--- src/logic/dspem_pkg.sv ---
package dspem_pkg;

  // ---------------------------------------------------------------
  // widths
  // ---------------------------------------------------------------
  localparam int ADDR_W = 16;
  localparam int DATA_W = 16;
  localparam int PC_W   = 24;
  localparam int UPPER_W = 8;

  // ---------------------------------------------------------------
  // register offsets (word addresses on the register port)
  // ---------------------------------------------------------------
  localparam logic [ADDR_W-1:0] OFF_BLOCK_INTERRUPT_ENABLE = 16'hf450;
  localparam logic [ADDR_W-1:0] OFF_BLOCK_LENGTH_FRAMES    = 16'hf451;
  localparam logic [ADDR_W-1:0] OFF_PC_NOW_HIGH            = 16'hf460;
  localparam logic [ADDR_W-1:0] OFF_PC_NOW_LOW             = 16'hf461;
  localparam logic [ADDR_W-1:0] OFF_PC_CLEAR_CONTROL       = 16'hf462;
  localparam logic [ADDR_W-1:0] OFF_FRAME_PEAK_PC_HIGH     = 16'hf463;
  localparam logic [ADDR_W-1:0] OFF_FRAME_PEAK_PC_LOW      = 16'hf464;
  localparam logic [ADDR_W-1:0] OFF_ALLTIME_PEAK_PC_HIGH   = 16'hf465;
  localparam logic [ADDR_W-1:0] OFF_ALLTIME_PEAK_PC_LOW    = 16'hf466;
  localparam logic [ADDR_W-1:0] OFF_IRQ_STATUS             = 16'hf470;
  localparam logic [ADDR_W-1:0] OFF_IRQ_ENABLE             = 16'hf471;
  localparam logic [ADDR_W-1:0] OFF_IRQ_CLEAR              = 16'hf472;

  // ---------------------------------------------------------------
  // field positions
  // ---------------------------------------------------------------
  localparam int BIT_BLOCK_IRQ_GATE = 0;
  localparam int BIT_PC_CLEAR       = 0;
  localparam int BIT_EV_BLOCK       = 0;
  localparam int BIT_EV_FRAME_PEAK  = 1;
  localparam int BIT_EV_NEW_MAX     = 2;
  localparam int EV_W               = 3;

  // ---------------------------------------------------------------
  // reset values
  // ---------------------------------------------------------------
  localparam logic [DATA_W-1:0] RST_BLOCK_LENGTH = 16'h0000;
  localparam logic [DATA_W-1:0] RST_READ_DATA    = 16'h0000;
  localparam logic [PC_W-1:0]   RST_PC           = 24'h00_0000;
  localparam logic [EV_W-1:0]   RST_EVENTS       = 3'h0;
  localparam logic [DATA_W-1:0] UNMAPPED_READ    = 16'h0000;

endpackage : dspem_pkg

--- src/logic/dspem_monitor.sv ---
`timescale 1ns/1ns
module dspem_monitor
  import dspem_pkg::*;
(
  input  wire logic              clock,
  input  wire logic              reset_n,
  input  wire logic [ADDR_W-1:0] reg_addr,
  input  wire logic [DATA_W-1:0] reg_wdata,
  input  wire logic              reg_write,
  input  wire logic              reg_read,
  output logic      [DATA_W-1:0] reg_rdata,
  input  wire logic              frame_start,
  input  wire logic [PC_W-1:0]   core_pc,
  output logic                   block_irq,
  output logic                   irq
);

  // ---------------------------------------------------------------
  // helpers
  // ---------------------------------------------------------------
  function automatic logic [PC_W-1:0] pc_max(
    input logic [PC_W-1:0] a,
    input logic [PC_W-1:0] b
  );
    pc_max = (a > b) ? a : b;
  endfunction : pc_max

  function automatic logic [DATA_W-1:0] upper_half(
    input logic [PC_W-1:0] v
  );
    upper_half = {{(DATA_W-UPPER_W){1'b0}}, v[PC_W-1:DATA_W]};
  endfunction : upper_half

  function automatic logic [DATA_W-1:0] lower_half(
    input logic [PC_W-1:0] v
  );
    lower_half = v[DATA_W-1:0];
  endfunction : lower_half

  function automatic logic [DATA_W-1:0] bit_word(
    input logic v
  );
    bit_word = {{(DATA_W-1){1'b0}}, v};
  endfunction : bit_word

  function automatic logic [DATA_W-1:0] event_word(
    input logic [EV_W-1:0] v
  );
    event_word = {{(DATA_W-EV_W){1'b0}}, v};
  endfunction : event_word

  // ---------------------------------------------------------------
  // state
  // ---------------------------------------------------------------
  logic              block_irq_gate;
  logic [DATA_W-1:0] block_length_frames;
  logic              pc_clear_bit;
  logic [DATA_W-1:0] frame_count;
  logic [PC_W-1:0]   pc_now;
  logic [PC_W-1:0]   running_peak;
  logic [PC_W-1:0]   frame_peak;
  logic [PC_W-1:0]   alltime_peak;
  logic [EV_W-1:0]   irq_status;
  logic [EV_W-1:0]   irq_enable;

  logic              wr_gate;
  logic              wr_length;
  logic              wr_clear;
  logic              wr_irq_en;
  logic              wr_irq_clr;
  logic              clear_release;
  logic              frame_done;
  logic              block_done;
  logic              period_end;
  logic [DATA_W-1:0] count_plus;
  logic [PC_W-1:0]   peak_with_now;
  logic              new_max;
  logic [EV_W-1:0]   events;
  logic [EV_W-1:0]   next_irq_status;
  logic [EV_W-1:0]   next_irq_enable;

  // ---------------------------------------------------------------
  // register write decode
  // ---------------------------------------------------------------
  assign wr_gate    = reg_write && (reg_addr == OFF_BLOCK_INTERRUPT_ENABLE);
  assign wr_length  = reg_write && (reg_addr == OFF_BLOCK_LENGTH_FRAMES);
  assign wr_clear   = reg_write && (reg_addr == OFF_PC_CLEAR_CONTROL);
  assign wr_irq_en  = reg_write && (reg_addr == OFF_IRQ_ENABLE);
  assign wr_irq_clr = reg_write && (reg_addr == OFF_IRQ_CLEAR);

  // only the falling transition of the clear bit restarts the max
  assign clear_release = wr_clear && pc_clear_bit
                         && !reg_wdata[BIT_PC_CLEAR];

  always_ff @(posedge clock or negedge reset_n) begin
    if (!reset_n) begin
      block_irq_gate <= 1'b0;
    end else if (wr_gate) begin
      block_irq_gate <= reg_wdata[BIT_BLOCK_IRQ_GATE];
    end
  end

  always_ff @(posedge clock or negedge reset_n) begin
    if (!reset_n) begin
      block_length_frames <= RST_BLOCK_LENGTH;
    end else if (wr_length) begin
      block_length_frames <= reg_wdata;
    end
  end

  always_ff @(posedge clock or negedge reset_n) begin
    if (!reset_n) begin
      pc_clear_bit <= 1'b0;
    end else if (wr_clear) begin
      pc_clear_bit <= reg_wdata[BIT_PC_CLEAR];
    end
  end

  always_ff @(posedge clock or negedge reset_n) begin
    if (!reset_n) begin
      irq_enable <= RST_EVENTS;
    end else if (wr_irq_en) begin
      irq_enable <= reg_wdata[EV_W-1:0];
    end
  end

  // ---------------------------------------------------------------
  // block interrupt generator
  // ---------------------------------------------------------------
  assign count_plus = frame_count + 16'h0001;

  // a zero length never matches, so no block ever completes
  assign block_done = block_irq_gate && frame_start
                      && (block_length_frames != RST_BLOCK_LENGTH)
                      && (count_plus == block_length_frames);

  always_ff @(posedge clock or negedge reset_n) begin
    if (!reset_n) begin
      frame_count <= RST_BLOCK_LENGTH;
    end else if (!block_irq_gate || wr_length) begin
      // idle while gated off; a new length restarts the block cleanly
      frame_count <= RST_BLOCK_LENGTH;
    end else if (block_done) begin
      frame_count <= RST_BLOCK_LENGTH;
    end else if (frame_start) begin
      frame_count <= count_plus;
    end
  end

  always_ff @(posedge clock or negedge reset_n) begin
    if (!reset_n) begin
      block_irq <= 1'b0;
    end else begin
      block_irq <= block_done && block_irq_gate;
    end
  end

  // ---------------------------------------------------------------
  // program counter capture
  // ---------------------------------------------------------------
  always_ff @(posedge clock or negedge reset_n) begin
    if (!reset_n) begin
      pc_now <= RST_PC;
    end else if (pc_clear_bit) begin
      pc_now <= RST_PC;
    end else begin
      pc_now <= core_pc;
    end
  end

  // ---------------------------------------------------------------
  // peak trackers
  // ---------------------------------------------------------------
  // in block mode the peak spans a whole block, otherwise one frame
  assign frame_done    = frame_start && !block_irq_gate;
  assign period_end    = frame_done || block_done;
  assign peak_with_now = pc_max(running_peak, pc_now);
  assign new_max       = !pc_clear_bit && !clear_release
                         && (peak_with_now > alltime_peak);

  always_ff @(posedge clock or negedge reset_n) begin
    if (!reset_n) begin
      running_peak <= RST_PC;
    end else if (pc_clear_bit || period_end) begin
      running_peak <= RST_PC;
    end else begin
      running_peak <= peak_with_now;
    end
  end

  always_ff @(posedge clock or negedge reset_n) begin
    if (!reset_n) begin
      frame_peak <= RST_PC;
    end else if (pc_clear_bit) begin
      frame_peak <= RST_PC;
    end else if (period_end) begin
      frame_peak <= peak_with_now;
    end
  end

  always_ff @(posedge clock or negedge reset_n) begin
    if (!reset_n) begin
      alltime_peak <= RST_PC;
    end else if (clear_release) begin
      alltime_peak <= RST_PC;
    end else if (new_max) begin
      alltime_peak <= peak_with_now;
    end
  end

  // ---------------------------------------------------------------
  // interrupt status
  // ---------------------------------------------------------------
  always_comb begin
    events                    = RST_EVENTS;
    events[BIT_EV_BLOCK]      = block_done;
    events[BIT_EV_FRAME_PEAK] = period_end && !pc_clear_bit;
    events[BIT_EV_NEW_MAX]    = new_max;
    next_irq_status           = irq_status;
    if (wr_irq_clr) begin
      next_irq_status = irq_status & ~reg_wdata[EV_W-1:0];
    end
    // a new event outranks a clear landing in the same cycle
    next_irq_status = next_irq_status | events;
  end

  always_ff @(posedge clock or negedge reset_n) begin
    if (!reset_n) begin
      irq_status <= RST_EVENTS;
    end else begin
      irq_status <= next_irq_status;
    end
  end

  // a freshly written enable acts at once, so irq never lags the mask
  assign next_irq_enable = wr_irq_en ? reg_wdata[EV_W-1:0] : irq_enable;

  always_ff @(posedge clock or negedge reset_n) begin
    if (!reset_n) begin
      irq <= 1'b0;
    end else begin
      irq <= |(next_irq_status & next_irq_enable);
    end
  end

  // ---------------------------------------------------------------
  // read port: data stand one cycle after the strobe
  // ---------------------------------------------------------------
  always_ff @(posedge clock or negedge reset_n) begin
    if (!reset_n) begin
      reg_rdata <= RST_READ_DATA;
    end else if (reg_read) begin
      unique case (reg_addr)
        OFF_BLOCK_INTERRUPT_ENABLE:
          reg_rdata <= bit_word(block_irq_gate);
        OFF_BLOCK_LENGTH_FRAMES:
          reg_rdata <= block_length_frames;
        OFF_PC_NOW_HIGH:
          reg_rdata <= upper_half(pc_now);
        OFF_PC_NOW_LOW:
          reg_rdata <= lower_half(pc_now);
        OFF_PC_CLEAR_CONTROL:
          reg_rdata <= bit_word(pc_clear_bit);
        OFF_FRAME_PEAK_PC_HIGH:
          reg_rdata <= upper_half(frame_peak);
        OFF_FRAME_PEAK_PC_LOW:
          reg_rdata <= lower_half(frame_peak);
        OFF_ALLTIME_PEAK_PC_HIGH:
          reg_rdata <= upper_half(alltime_peak);
        OFF_ALLTIME_PEAK_PC_LOW:
          reg_rdata <= lower_half(alltime_peak);
        OFF_IRQ_STATUS:
          reg_rdata <= event_word(irq_status);
        OFF_IRQ_ENABLE:
          reg_rdata <= event_word(irq_enable);
        default:
          reg_rdata <= UNMAPPED_READ;
      endcase
    end else begin
      // data stand only in the cycle after a read strobe, then return to zero
      reg_rdata <= RST_READ_DATA;
    end
  end

endmodule : dspem_monitor

--- config.mk ---
export PLATFORM = sky130hd
export DESIGN_NAME = dspem_monitor
export DESIGN_NICKNAME = d
export VERILOG_FILES = /design/src/logic/dspem_pkg.sv /design/src/logic/dspem_monitor.sv
export SDC_FILE = /design/constraint.sdc
export NUM_CORES = 1
export LEC_CHECK = 0
export BUFFER_PORTS_ARGS = -buffer_cell sky130_fd_sc_hd__clkbuf_2
export CORE_UTILIZATION = 63
export CTS_CLUSTER_SIZE = 10
export DETAILED_ROUTE_END_ITERATION = 16
export PLACE_DENSITY = 0.83
export SLEW_MARGIN = 20
export SYNTH_ARGS = -nofsm -noshare
export SYNTH_HDL_FRONTEND = slang
export SYNTH_SLANG_ARGS = --single-unit
--- constraint.sdc ---
create_clock -name clock -period 11.1 [get_ports clock]
set_clock_uncertainty 0.05 [all_clocks]
set_input_delay 1.11 -clock clock [delete_from_list [all_inputs] [get_ports clock]]
set_output_delay 1.11 -clock clock [all_outputs]
set_load 0.01 [all_outputs]
## After elaboration in Yosys (flattened, before gate mapping)

Index checks and enable logic that the tools add are counted.

- Register bits: 154
- Input bits: 61
- Output and inout bits: 18
- Logic and storage cells: 74

- Add/sub/neg operators: 1
- $lt $le $gt $ge: 2
- Equality and inequality tests: 13
- Muxes and demuxes: 14
- Bitwise operators: 4
- Reduce and logical (&&, ||, !) cells: 27

Operators by type and width:

| kind | number |
|---|---|
| $eq 16x16->1 const B | 12 |
| $pmux 16 s11 | 1 |
| $mux 24 | 7 |
| $mux 16 | 4 |
| $gt 24x24->1 | 2 |
| $add 16x1->16 const B | 1 |
| $eq 16x16->1 | 1 |
| $reduce_bool 16->1 | 1 |
| $logic_and 1x1->1 | 15 |
| $and 3x3->3 | 2 |
| $mux 3 | 2 |
| $logic_not 1->1 | 4 |
| $reduce_bool 2->1 | 2 |
| $logic_or 1x1->1 | 3 |
| $not 3->3 | 1 |
| $or 3x3->3 | 1 |
| $reduce_bool 3->1 | 1 |
| $reduce_or 3->1 | 1 |

## Longest topological paths before layout

- Depth after elaboration: 10
- Mapped depth: 18
- Gate-level depth less buffers: 16

## Worst setup path before layout

OpenSTA, ideal clock, no wires.

- Path kind: reg2reg
- Start point: register pc_now[19]
- End point: register alltime_peak[0]
- Data arrival time: 4.644 ns
- Data required time: 10.971 ns
- Slack: 6.326 ns
- Stages on the path, launching flop included: 19
- Cell sequence: dfrtp_1 -> inv_1 -> ha_1 -> nand4_1 -> nor4_1 -> o221ai_1 -> a31oi_1 -> buf_2 -> mux2i_1 -> inv_1 -> ha_1 -> o21a_1 -> o21a_1 -> o221a_2 -> a211o_1 -> o21ai_1 -> o41a_1 -> clkbuf_1 -> o2bb2ai_1

- Cells in the longest elaborated chain, start to end: 5
- Elaborated cells on any way between the ends: 7
- Classes of those cells: 2 x order compare; 3 x mux; 2 x reduce/logical

Ends and longest elaborated chain:

| item | line | RTL |
|---|---|---|
| start: declaration | dspem_monitor.sv:59 | `logic [PC_W-1:0] pc_now;` |
| start signal: assignment | dspem_monitor.sv:167 | `pc_now <= core_pc;` |
| $gt 24x24->1 | dspem_monitor.sv:25 | `pc_max = (a > b) ? a : b;` |
| $mux 24 (*) | dspem_monitor.sv:25 |  |
| $gt 24x24->1 | dspem_monitor.sv:179 | `&& (peak_with_now > alltime_peak);` |
| $logic_and 1x1->1 | dspem_monitor.sv:179 |  |
| $reduce_bool 2->1 (no source line) | n/a |  |
| end signal: assignment | dspem_monitor.sv:207 | `alltime_peak <= peak_with_now;` |
| end: declaration | dspem_monitor.sv:62 | `logic [PC_W-1:0] alltime_peak;` |

Every way passes the cells marked *; elsewhere a longest branch is shown, timed or not. The select of a mux whose other input is x is not followed.
A chain may end at the register's enable or synchronous reset.

## Worst setup path after layout

- Start point: register pc_now[19]
- End point: register alltime_peak[5]

Same word-level chain as after synthesis.

==> results.json <==
{
  "start_util": 0.653,
  "viasPerCell": 6.70,
  "synth_top_area_frac": 0.442,
  "post_cts_buffers": 0,
  "die_w_um": 120,
  "setup.worst_path.end_class": "flop",
  "critical_path.cell_chain": "inv_1, ha_1, nand4_1, nor4_1, o221ai_1, a31oi_4, buf_16, mux2i_1, inv_1, ha_1, o21a_1, o21a_1, o221a_2, a211o_1, o21ai_2, o41a_1, o2bb2ai_1",
  "nFillCells": 955,
  "cts_sinks": 154,
  "cts_buffer_depth": 2,
  "holdPathStages": 1,
  "path_depth": 17,
  "cpPeakStageDelay_ps": 920,
  "crit_buf_inv": 3,
  "dp.cells": 1079,
  "syn_to_final_growth_pct": 12.3,
  "ir_worst_vdd_v": 0.000114,
  "cp_top_family": "compound AO/OA/AOI/OAI gates",
  "yosysWarnings": 0,
  "final_cells": 1112,
  "overflow": 0,
  "async_flop_share": 1.00,
  "cts-resized-gates": 0,
  "tightestPinTransition_ps": 1150,
  "wl_um": 23300,
  "drt_iter0_drc": 830,
  "cpMaxStageDelayCell": "o41a_1",
  "critPathKind": "flop to flop",
  "whs_ps": 460,
  "grt.total_usage": 0.344,
  "io_buffers": 78,
  "grt_pass1_wl_um": 37700,
  "cap_violations": 0,
  "nets": 1033,
  "synth-edff-count": 0,
  "hold_viol_final": 0,
  "min_delay_worst_endpoint": "frame_peak[6]$_DFFE_PN0N_",
  "finalCritPeriodShare": 0.496,
  "ys_seq_area_frac": 0.442,
  "power_leakage_nw": 4.74,
  "synth-seq-cells": 154,
  "reg2reg_depth": 17,
  "status": "completed",
  "syn-num-nets": 986,
  "ys_top_cells_by_count": "dfrtp_1, inv_1, nor2_1",
  "syn_avg_cell_area_um2": 9.95,
  "synth.most_common_cell": "dfrtp_1",
  "grt_pass1_vias": 7230,
  "drv_slew": 0,
  "dpl.hpwl_um": 15600,
  "crit_arrival_ps": 5800,
  "cts_max_level": 4,
  "die_h_um": 120,
  "setup_violations": 0,
  "synth_cell_types": 68,
  "finalWeightedCongestion": 0.903,
  "clk_latency_ps": 430,
  "ant_nets": 0,
  "clk_pin_slew_ps": 60,
  "antenna_cells": 0,
  "route.detailed.wl_per_inst_um": 21.0,
  "ys_top_cells_by_area": "dfrtp_1, ha_1, mux2i_1",
  "crit_fanout": 24,
  "drive_gt1_frac": 0.162,
  "synth_area_um2": 8720,
  "cts_tree": "built",
  "route.vias.total": 7452,
  "relSlewSlack": 0.232,
  "fin_crit_ps": 5510,
  "row_count": 42,
  "rr_endpoint": "alltime_peak[5]$_DFFE_PN0P_",
  "synth_ff_type": "dfrtp_1",
  "r2r_start": "pc_now[19]$_DFF_PN0_",
  "finalSetupTns_ps": 0,
  "ios": 79,
  "r2r_slack_ps": 5590,
  "cts_buffers": 17,
  "grt_max_degree": 95,
  "drt_drc_violations_left": 0,
  "yosysTopAreaCell": "dfrtp_1",
  "p_total_mw": 1.22,
  "antenna_found_initial": 0,
  "synthCells": 876,
  "cp_data_required_time_ps": 11390,
  "p_per_area_nw_per_um2": 125,
  "drt_first_pass_iters": 8,
  "dieArea_um2": 14300,
  "critPathLaunchType": "flop",
  "hp-class": "flop to flop",
  "core_area_um2": 13300,
  "worstHoldStart": "frame_peak[6]$_DFFE_PN0N_",
  "fmax_mhz": 182,
  "rsz0062_at_grt": "no",
  "ctsHoldBuffers": 0,
  "clock-root-buffer": "clkbuf_16"
}
==> state kept, by name (all words and copies together) (netlist names), 3 cells and up <==
name and count:
pc_now 24, reg_rdata 16, irq_status 3, block_length_frames 16, alltime_peak 24, irq_enable 3
running_peak 24, frame_count 16, frame_peak 24
==> per-layer routing <==
metal	vias up	GRT usage	part of all wire
li1	3289	-	-
met4	0	0.143	0.032
met5	-	0	0
met1	3642	0.452	0.40
met2	448	0.551	0.48
met3	73	0.0779	0.094
==> through the flow <==
step | area (µm²) | setup slack [ps] | util
CTS | 9760 | 5410 | 0.731
finish | 9790 | 5590 | 0.734
floorplan | 8720 | 6330 | -
global route | 9790 | 5280 | 0.734
global placement | 9130 | 5790 | 0.684
detailed placement | 9130 | 5530 | 0.684
==> kinds of logic (layout without fill, tap and decap cells) <==
logic type / after synthesis / in the layout / share of synthesized area
AO/OA/AOI/OAI: 222 / 222 / 0.188
XOR/XNOR: 21 / 21 / 0.0228
adder cells (fa/ha/maj): 49 / 49 / 0.0703
buffers and inverters: 135 / 195 / 0.0646
flip-flops: 154 / 154 / 0.442
multiplexers: 56 / 56 / 0.0700
AND/OR/NAND/NOR: 239 / 239 / 0.142
==> layout make-up <==
cell class | count | area [µm²] | area share
inverter | 79 | 297 | 0.0303
tap | 176 | 220 | 0.0225
clock inverter | 9 | 135 | 0.0138
timing repair buffer | 84 | 462 | 0.0472
clock buffer | 23 | 498 | 0.0509
multi-input combinational | 587 | 4330 | 0.442
sequential | 154 | 3850 | 0.394
==> worst max-delay path by stage <==
stage	endpoint	start	slack (ps)
6_report	alltime_peak[5]$_DFFE_PN0P_	pc_now[19]$_DFF_PN0_	5590
5_1_grt	alltime_peak[12]$_DFFE_PN0P_	pc_now[19]$_DFF_PN0_	5280
4_1_cts	alltime_peak[5]$_DFFE_PN0P_	pc_now[19]$_DFF_PN0_	5410
3_5_place_dp	alltime_peak[4]$_DFFE_PN0P_	pc_now[19]$_DFF_PN0_	5530
3_3_place_gp	alltime_peak[8]$_DFFE_PN0P_	pc_now[19]$_DFF_PN0_	5790
2_1_floorplan	alltime_peak[0]$_DFFE_PN0P_	pc_now[19]$_DFF_PN0_	6330
==> placed cells by master, fill, tap and decap left out, types with 17 or more instances in the layout <==
cell and n:
a21oi_1 35, a31o_1 20, dfrtp_1 153, nand2_1 39, mux2_2 20, nor2b_1 32
nand3_1 21, mux2i_1 34, ha_1 49, clkbuf_2 77, inv_1 78, clkbuf_16 17
o21ai_0 22, o2bb2ai_1 24, nor2_1 67, a211oi_1 30, nand4_1 23
==> power breakdown <==
group	internal [mW]	switching (mW)	total (mW)
clock network	0.384	0.231	0.616
logic	0.0146	0.0303	0.0448
registers	0.562	0.000202	0.562
total	0.961	0.262	1.22
==> worst reg2reg max path, delay by kind of cell, from the launching register on <==
kind / cells / cell delay, ps
AO/OA/AOI/OAI: 9 / 2900
AND/OR/NAND/NOR: 2 / 670
buffers and inverters: 3 / 410
multiplexers: 1 / 400
flip-flops: 1 / 370
adder cells (fa/ha/maj): 2 / 630
Note: power is estimated with default switching activity, not from simulation.
